[src/core_clock_reset_pkg.sv]
// Purpose: Shared constants and types for the core clock and reset controller.
// Assumes: One system clock at 40 MHz standing in for the input clock pin.
// Notes:   Register offsets, field positions and reset values live here.
package core_clock_reset_pkg;

    localparam int          ADDR_W          = 4;
    localparam int          DATA_W          = 32;
    localparam int          MULT_W          = 6;
    localparam int          DIV_W           = 4;
    localparam int          STRAP_W         = 2;

    // Register offsets on the plain register port.
    localparam logic [3:0]  PMC_OFFSET      = 4'h0;
    localparam logic [3:0]  STATUS_OFFSET   = 4'h4;

    // Power-management control field positions.
    localparam int          PMC_MULT_LSB    = 0;
    localparam int          PMC_DIV_LSB     = 6;
    localparam int          PMC_PIN_SEL_BIT = 12;

    // Status field positions.
    localparam int          ST_STATE_LSB    = 0;
    localparam int          ST_LOCKED_BIT   = 2;
    localparam int          ST_STRAP_LSB    = 4;
    localparam int          ST_PLL_SRC_BIT  = 6;

    // Strap codes and the multipliers they select.
    localparam logic [1:0]  STRAP_X3        = 2'h0;
    localparam logic [1:0]  STRAP_X16       = 2'h1;
    localparam logic [1:0]  STRAP_X8        = 2'h2;
    localparam logic [1:0]  STRAP_BYPASS    = 2'h3;
    localparam logic [5:0]  MULT_X3         = 6'h03;
    localparam logic [5:0]  MULT_X16        = 6'h10;
    localparam logic [5:0]  MULT_X8         = 6'h08;
    localparam logic [5:0]  MULT_X1         = 6'h01;

    // Values after reset.
    localparam logic [3:0]  DIV_RESET       = 4'h0;
    localparam logic        PIN_SEL_RESET   = 1'b0;
    localparam logic [1:0]  STRAP_RESET     = 2'h0;

    // PLL lock interval in input-clock cycles.
    localparam int          LOCK_CYCLES     = 4096;

    // Hardware reset vector; the value is arbitrary.
    localparam logic [31:0] RESET_VECTOR    = 32'h0000_0100;

    typedef enum logic [1:0] {
        HELD,
        LOCKING,
        RUNNING
    } core_state_type;

endpackage

[src/core_clock_reset_control.sv]
// Purpose: Clock and reset control for a processor core.
// Assumes: sys_clk_i is the input clock; the PLL itself is outside this block.
// Notes:   The PLL clock pin is a divided stand-in built from the input clock.
//
// Implementation choices: the register offsets and the address-and-strobe port.
`timescale 1ns/1ps
module core_clock_reset_control #(
    parameter int LOCK_CYCLES = core_clock_reset_pkg::LOCK_CYCLES
) (
    input  wire logic                                     sys_clk_i,
    input  wire logic                                     rst_i,
    input  wire logic                                     ext_reset_n_i,
    input  wire logic [core_clock_reset_pkg::STRAP_W-1:0] ratio_select_pins_i,
    input  wire logic [core_clock_reset_pkg::ADDR_W-1:0]  reg_addr_i,
    input  wire logic [core_clock_reset_pkg::DATA_W-1:0]  reg_wdata_i,
    input  wire logic                                     reg_we_i,
    input  wire logic                                     reg_re_i,
    output logic      [core_clock_reset_pkg::DATA_W-1:0]  reg_rdata_o,
    output logic                                          core_reset_o,
    output logic                                          core_start_o,
    output logic      [31:0]                              core_fetch_addr_o,
    output logic                                          core_clk_from_pll_o,
    output logic      [core_clock_reset_pkg::MULT_W-1:0]  pll_mult_o,
    output logic      [core_clock_reset_pkg::DIV_W-1:0]   pll_div_o,
    output logic                                          shared_pin_o
);
    import core_clock_reset_pkg::*;

    localparam int CNT_W = $clog2(LOCK_CYCLES) + 1;

    function automatic logic [MULT_W-1:0] ratio_of(input logic [STRAP_W-1:0] code);
        logic [MULT_W-1:0] m;
        m = MULT_X1;
        unique case (code)
            STRAP_X3:     m = MULT_X3;
            STRAP_X16:    m = MULT_X16;
            STRAP_X8:     m = MULT_X8;
            STRAP_BYPASS: m = MULT_X1;
        endcase
        return m;
    endfunction

    function automatic logic pll_selected(input logic [STRAP_W-1:0] code);
        return code != STRAP_BYPASS;
    endfunction

    logic                 ext_n_sync;
    logic [STRAP_W-1:0]   strap_sync;
    core_state_type       state_q;
    logic [CNT_W-1:0]     lock_cnt_q;
    logic                 lock_done;
    logic [STRAP_W-1:0]   strap_q;
    logic [MULT_W-1:0]    mult_q;
    logic [DIV_W-1:0]     div_q;
    logic                 pin_sel_q;
    logic                 core_reset_q;
    logic                 core_start_q;
    logic [31:0]          fetch_addr_q;
    logic [DIV_W:0]       pll_div_cnt_q;
    logic                 pll_clk_q;
    logic                 shared_pin_q;
    logic [DATA_W-1:0]    rdata_q;
    logic                 pmc_write;

    // External reset and straps are pins, so they are synchronised first.
    two_flop_sync #(
        .WIDTH (1)
    ) u_reset_sync (
        .sys_clk_i (sys_clk_i),
        .rst_i     (rst_i),
        .async_i   (ext_reset_n_i),
        .sync_o    (ext_n_sync)
    );

    two_flop_sync #(
        .WIDTH (STRAP_W)
    ) u_strap_sync (
        .sys_clk_i (sys_clk_i),
        .rst_i     (rst_i),
        .async_i   (ratio_select_pins_i),
        .sync_o    (strap_sync)
    );

    assign lock_done = (lock_cnt_q == CNT_W'(LOCK_CYCLES - 1));

    // The synchronised reset is only trusted as a level; a glitch is not filtered,
    // and one sampled low cycle returns the state to HELD, which the reset source must not rely on.
    always_ff @(posedge sys_clk_i) begin
        if (rst_i) begin
            state_q <= HELD;
        end else if (!ext_n_sync) begin
            state_q <= HELD;
        end else begin
            unique case (state_q)
                HELD:    state_q <= LOCKING;
                LOCKING: state_q <= lock_done ? RUNNING : LOCKING;
                RUNNING: state_q <= RUNNING;
            endcase
        end
    end

    always_ff @(posedge sys_clk_i) begin
        if (rst_i || state_q != LOCKING || !ext_n_sync) begin
            lock_cnt_q <= '0;
        end else if (!lock_done) begin
            lock_cnt_q <= lock_cnt_q + CNT_W'(1);
        end
    end

    // Straps follow the pins while held and freeze once reset is released.
    always_ff @(posedge sys_clk_i) begin
        if (rst_i) begin
            strap_q <= STRAP_RESET;
        end else if (state_q == HELD) begin
            strap_q <= strap_sync;
        end
    end

    assign pmc_write = reg_we_i && reg_addr_i == PMC_OFFSET && state_q == RUNNING;

    always_ff @(posedge sys_clk_i) begin
        if (rst_i) begin
            mult_q    <= MULT_X3;
            div_q     <= DIV_RESET;
            pin_sel_q <= PIN_SEL_RESET;
        end else if (state_q == HELD) begin
            mult_q    <= ratio_of(strap_sync);
            div_q     <= DIV_RESET;
            pin_sel_q <= PIN_SEL_RESET;
        end else if (pmc_write) begin
            mult_q    <= reg_wdata_i[PMC_MULT_LSB +: MULT_W];
            div_q     <= reg_wdata_i[PMC_DIV_LSB +: DIV_W];
            pin_sel_q <= reg_wdata_i[PMC_PIN_SEL_BIT];
        end
    end

    always_ff @(posedge sys_clk_i) begin
        if (rst_i) begin
            core_reset_q <= 1'b1;
        end else begin
            core_reset_q <= !(ext_n_sync && (state_q == RUNNING ||
                            (state_q == LOCKING && lock_done)));
        end
    end

    always_ff @(posedge sys_clk_i) begin
        if (rst_i) begin
            core_start_q <= 1'b0;
            fetch_addr_q <= RESET_VECTOR;
        end else begin
            core_start_q <= ext_n_sync && state_q == LOCKING && lock_done;
            fetch_addr_q <= RESET_VECTOR;
        end
    end

    // Stand-in PLL clock: toggles every div+1 input cycles so the pin shows activity.
    always_ff @(posedge sys_clk_i) begin
        if (rst_i || state_q == HELD) begin
            pll_div_cnt_q <= '0;
            pll_clk_q     <= 1'b0;
        end else if (pll_div_cnt_q >= {1'b0, div_q}) begin
            pll_div_cnt_q <= '0;
            pll_clk_q     <= !pll_clk_q;
        end else begin
            pll_div_cnt_q <= pll_div_cnt_q + (DIV_W + 1)'(1);
        end
    end

    // The pin is active low reset out, or pll_clk_q when pin_sel_q is set; registered so no mux glitch reaches it.
    always_ff @(posedge sys_clk_i) begin
        if (rst_i) begin
            shared_pin_q <= 1'b0;
        end else if (pin_sel_q) begin
            shared_pin_q <= pll_clk_q;
        end else begin
            shared_pin_q <= !core_reset_q;
        end
    end

    always_ff @(posedge sys_clk_i) begin
        if (rst_i) begin
            rdata_q <= '0;
        end else if (reg_re_i) begin
            rdata_q <= '0;
            unique case (reg_addr_i)
                PMC_OFFSET: begin
                    rdata_q[PMC_MULT_LSB +: MULT_W] <= mult_q;
                    rdata_q[PMC_DIV_LSB +: DIV_W]   <= div_q;
                    rdata_q[PMC_PIN_SEL_BIT]        <= pin_sel_q;
                end
                STATUS_OFFSET: begin
                    rdata_q[ST_STATE_LSB +: 2]       <= state_q;
                    rdata_q[ST_LOCKED_BIT]           <= state_q == RUNNING;
                    rdata_q[ST_STRAP_LSB +: STRAP_W] <= strap_q;
                    rdata_q[ST_PLL_SRC_BIT]          <= pll_selected(strap_q);
                end
                default: rdata_q <= '0;
            endcase
        end else begin
            rdata_q <= '0;
        end
    end

    assign reg_rdata_o         = rdata_q;
    assign core_reset_o        = core_reset_q;
    assign core_start_o        = core_start_q;
    assign core_fetch_addr_o   = fetch_addr_q;
    assign core_clk_from_pll_o = pll_selected(strap_q);
    assign pll_mult_o          = mult_q;
    assign pll_div_o           = div_q;
    assign shared_pin_o        = shared_pin_q;
endmodule

[src/two_flop_sync.sv]
// Purpose: Two-stage synchroniser for pin inputs.
// Assumes: Each bit is an independent slow level.
// Notes:   Only the second stage may be read by other logic.
`timescale 1ns/1ps
module two_flop_sync #(
    parameter int WIDTH = 1
) (
    input  wire logic             sys_clk_i,
    input  wire logic             rst_i,
    input  wire logic [WIDTH-1:0] async_i,
    output logic      [WIDTH-1:0] sync_o
);

    logic [WIDTH-1:0] meta_q;
    logic [WIDTH-1:0] sync_q;

    always_ff @(posedge sys_clk_i) begin
        if (rst_i) begin
            meta_q <= '0;
            sync_q <= '0;
        end else begin
            meta_q <= async_i;
            sync_q <= meta_q;
        end
    end

    assign sync_o = sync_q;

endmodule
[config.mk]
export PLATFORM = sky130hd
export DESIGN_NAME = core_clock_reset_control
export DESIGN_NICKNAME = d
export VERILOG_FILES = /design/src/core_clock_reset_pkg.sv /design/src/core_clock_reset_control.sv /design/src/two_flop_sync.sv
export SDC_FILE = /design/constraint.sdc
export NUM_CORES = 1
export LEC_CHECK = 0
export ABC_AREA = 1
export BUFFER_PORTS_ARGS = -buffer_cell sky130_fd_sc_hd__buf_2
export CAP_MARGIN = 20
export CORE_ASPECT_RATIO = 0.5
export CORE_MARGIN = 8
export CORE_UTILIZATION = 49
export CTS_BUF_LIST = sky130_fd_sc_hd__clkbuf_4
export DETAILED_ROUTE_END_ITERATION = 8
export PLACE_DENSITY = 0.83
export SLEW_MARGIN = 20
export SYNTH_ARGS = -nofsm -noshare
export SYNTH_HDL_FRONTEND = slang
export SYNTH_SLANG_ARGS = --single-unit
export TNS_END_PERCENT = 30
[constraint.sdc]
create_clock -name sys_clk_i -period 1.7 [get_ports sys_clk_i]
set_clock_uncertainty 0.2 [all_clocks]
set_input_delay 0.425 -clock sys_clk_i [delete_from_list [all_inputs] [get_ports sys_clk_i]]
set_output_delay 0.425 -clock sys_clk_i [all_outputs]
set_load 0.01 [all_outputs]
==> flow_summary.toml <==
[pwr]
p_total_mw = 2.20
p_leak_nw = 1.39
vdd_drop_max_mv = 0.432
p_per_area_mw_per_mm2 = 731

[timing]
slew_violations = 0
setup_tns_ns = 0
min_period_ns = 1.65
min_period_over_period = 0.968
hold_violations = 0
rsz0062_at_grt = "no"
fmax_mhz = 607
setup_slack_ns = 0.0537
hold_ws_ns = 0.0222
final-setup-viol-count = 0

[critical_path]
ff2ff_path_depth = 6
crit_path_start = "pll_mult_o[0]"
path_max_fanout = 3
slowest_delay_ns = 0.45
worst-path-buf-inv = 1
r2r_start = "state_q[0]"
path_cells = "buf_2"
ff2ff_setup_slack_ns = 0.13
endpoint = "pll_mult_o[0]"
cp_data_required_time_ns = 1.07
reg2reg_to = "pll_div_o[1]"
path_class = "reg2out"
end_kind = "output pin"
slowest_stage = "dfxtp_1"
crit_cells = 1
cp_top_family = "flip-flops"
critPathArrivalTime_ns = 1.02
start_kind = "flop"

[synth]
synth_seq_cells = 54
avgSynthCellArea_sq_um = 7.74
post_synth_num_cell_types = 28
syn_area_sq_mm = 0.00273
synthCells = 353
yosys_warnings = 0
ys_seq_area_frac = 0.396

[cells_and_area]
drive_gt1_frac = 0.211
layout_commonest_cell = "nand2_1"
syn_to_final_growth_pct = 10.3
layout_common_cells = "nand2_1, conb_1, dfxtp_1"
nNetsFinal = 467
fin_area_sq_mm = 0.00301
final_cell_count_no_fill = 486
final_util = 0.556
antennaDiodeCount = 0

[cts]
cts_buffers = 5
path_clk_slew_ns = 0.18
cts_max_path_buffers = 2
cts_sinks = 54
cts_tree = "built"
cts_htree_levels = 2
root_buffer = "clkbuf_4"
clk_latency_ns = 0.40

[die]
die_h_um = 68.8
ios = 121
die_w_um = 122
dieArea_sq_mm = 0.00837
core_area_sq_mm = 0.00542
initial_core_util = 0.504
fp-row-count = 19

[global_routing]
grt-ovfl-total = 0
track_usage = 0.133
antenna_found_initial = 0
grt_max_degree = 19
grt_pass1_wl_mm = 9.03
grt_pass1_vias = 2190

[drt]
post_drt_wl_per_cell_um = 11.6
via_per_inst = 4.60
vias = 2236
drc_errors = 0
wl_mm = 5.65
dr.pass1.iters = 4
drt_iter0_drc = 152
ant_nets = 0

[place]
gp_congestion = 0.802
place_area_sq_mm = 0.00290
pre_cts_slack_ns = 0.0644
placedCellCount = 476
io_buffers = 46
hpwl_mm = 4.39

[run]
maxCapViolCount = 0

[worst_hold_path]
hold_class = "in2reg"

[run_status]
status = "complete, no violations"
power breakdown:
| part | switching, mW | leakage [nW] | internal (mW) |
|---|---|---|---|
| clock | 0.427 | 0.0433 | 0.320 |
| sequential | 0.00985 | 0.438 | 1.28 |
| combinational | 0.118 | 0.911 | 0.0457 |
cells by family (layout without fill, tap and decap cells):
logic type,count (synthesis),in the layout,share of synthesized area
compound gates,37,37,0.0705
other cells,2,53,0.00275
flops,54,54,0.396
xor+xnor,5,5,0.0160
buf+inv,97,106,0.209
fa+ha+maj,12,12,0.0549
simple gates,146,146,0.251
metal layers:
layer / vias to the layer above / track usage / wire length, um
met1: 1008 / 0.146 / 2420
met3: 17 / 0.0284 / 334
met2: 88 / 0.248 / 2720
met4: 0 / 0.0654 / 173
li1: 1123 / - / -
met5: - / 0 / 0
sequential cells by signal, summed over array words and instances, names as in the netlist, 4 cells and up:
name,flops
pll_div_cnt_q,5
pll_div_o,4
pll_mult_o,6
lock_cnt_q,13
reg_rdata_o,11
how the worst min path moves through the flow:
stage / cells past startpoint / from / slack [ns] / endpoint
detailed placement: 2 / u_strap_sync.meta_q[1] / 0.20 / u_strap_sync.sync_o[1]
CTS: 3 / ratio_select_pins_i[0] / 0.03 / u_strap_sync.meta_q[0]
finish: 3 / ext_reset_n_i / 0.02 / u_reset_sync.meta_q
global placement: 2 / u_reset_sync.meta_q / 0.19 / u_reset_sync.sync_o
floorplan: 2 / u_reset_sync.meta_q / 0.19 / u_reset_sync.sync_o
global route: 3 / ext_reset_n_i / 0.005 / u_reset_sync.meta_q
worst register-to-register path: stages, from the launching register on:
cell	delay (ns)
dfxtp_1	0.36
inv_1	0.08
ha_1	0.26
nand4_4	0.20
buf_12	0.19
o21ai_0	0.15
a21oi_1	0.06
repair_timing:
action,4_1_cts,5_1_grt
endpoints found under the setup margin,0,3
resized for setup,0,2
setup buffers,0,2
hold buffers,0,0
cells in the mapped netlist:
| cell | count | area share |
|---|---|---|
| dfxtp_1 | 54 | 0.40 |
| nor2_1 | 45 | 0.062 |
| nand3_2 | 1 | 0.0037 |
| a21oi_2 | 1 | 0.0032 |
| inv_1 | 36 | 0.049 |
| buf_6 | 1 | 0.0041 |
| nand2_1 | 55 | 0.076 |
| xor2_1 | 2 | 0.0064 |
| nand3b_1 | 2 | 0.0055 |
| clkinv_1 | 1 | 0.0014 |
| xnor2_1 | 3 | 0.0096 |
| nand2_4 | 1 | 0.0041 |
| clkbuf_1 | 1 | 0.0014 |
| a31oi_1 | 3 | 0.0069 |
| o21ai_0 | 13 | 0.024 |
| buf_2 | 1 | 0.0018 |
| ha_1 | 12 | 0.055 |
| nand3_1 | 23 | 0.042 |
| a21oi_1 | 19 | 0.035 |
| o21ai_1 | 1 | 0.0018 |
| conb_1 | 2 | 0.0027 |
| nand4_4 | 1 | 0.0078 |
| nor2_2 | 4 | 0.0092 |
| inv_2 | 4 | 0.0055 |
| nand2_2 | 3 | 0.0069 |
| nor2_4 | 5 | 0.021 |
| nand4_1 | 6 | 0.014 |
| buf_4 | 53 | 0.15 |
area by class of cell:
| class | instances | area [sq um] |
|---|---|---|
| Clock buffer | 5 | 37.5 |
| Clock inverter | 3 | 48.8 |
| Fill cell | 492 | 2410 |
| Inverter | 41 | 154 |
| Multi-Input combinational cell | 253 | 1270 |
| Sequential cell | 54 | 1080 |
| Tap cell | 73 | 91.3 |
| Timing Repair Buffer | 57 | 325 |
Note: power is estimated with default switching activity, not from simulation.
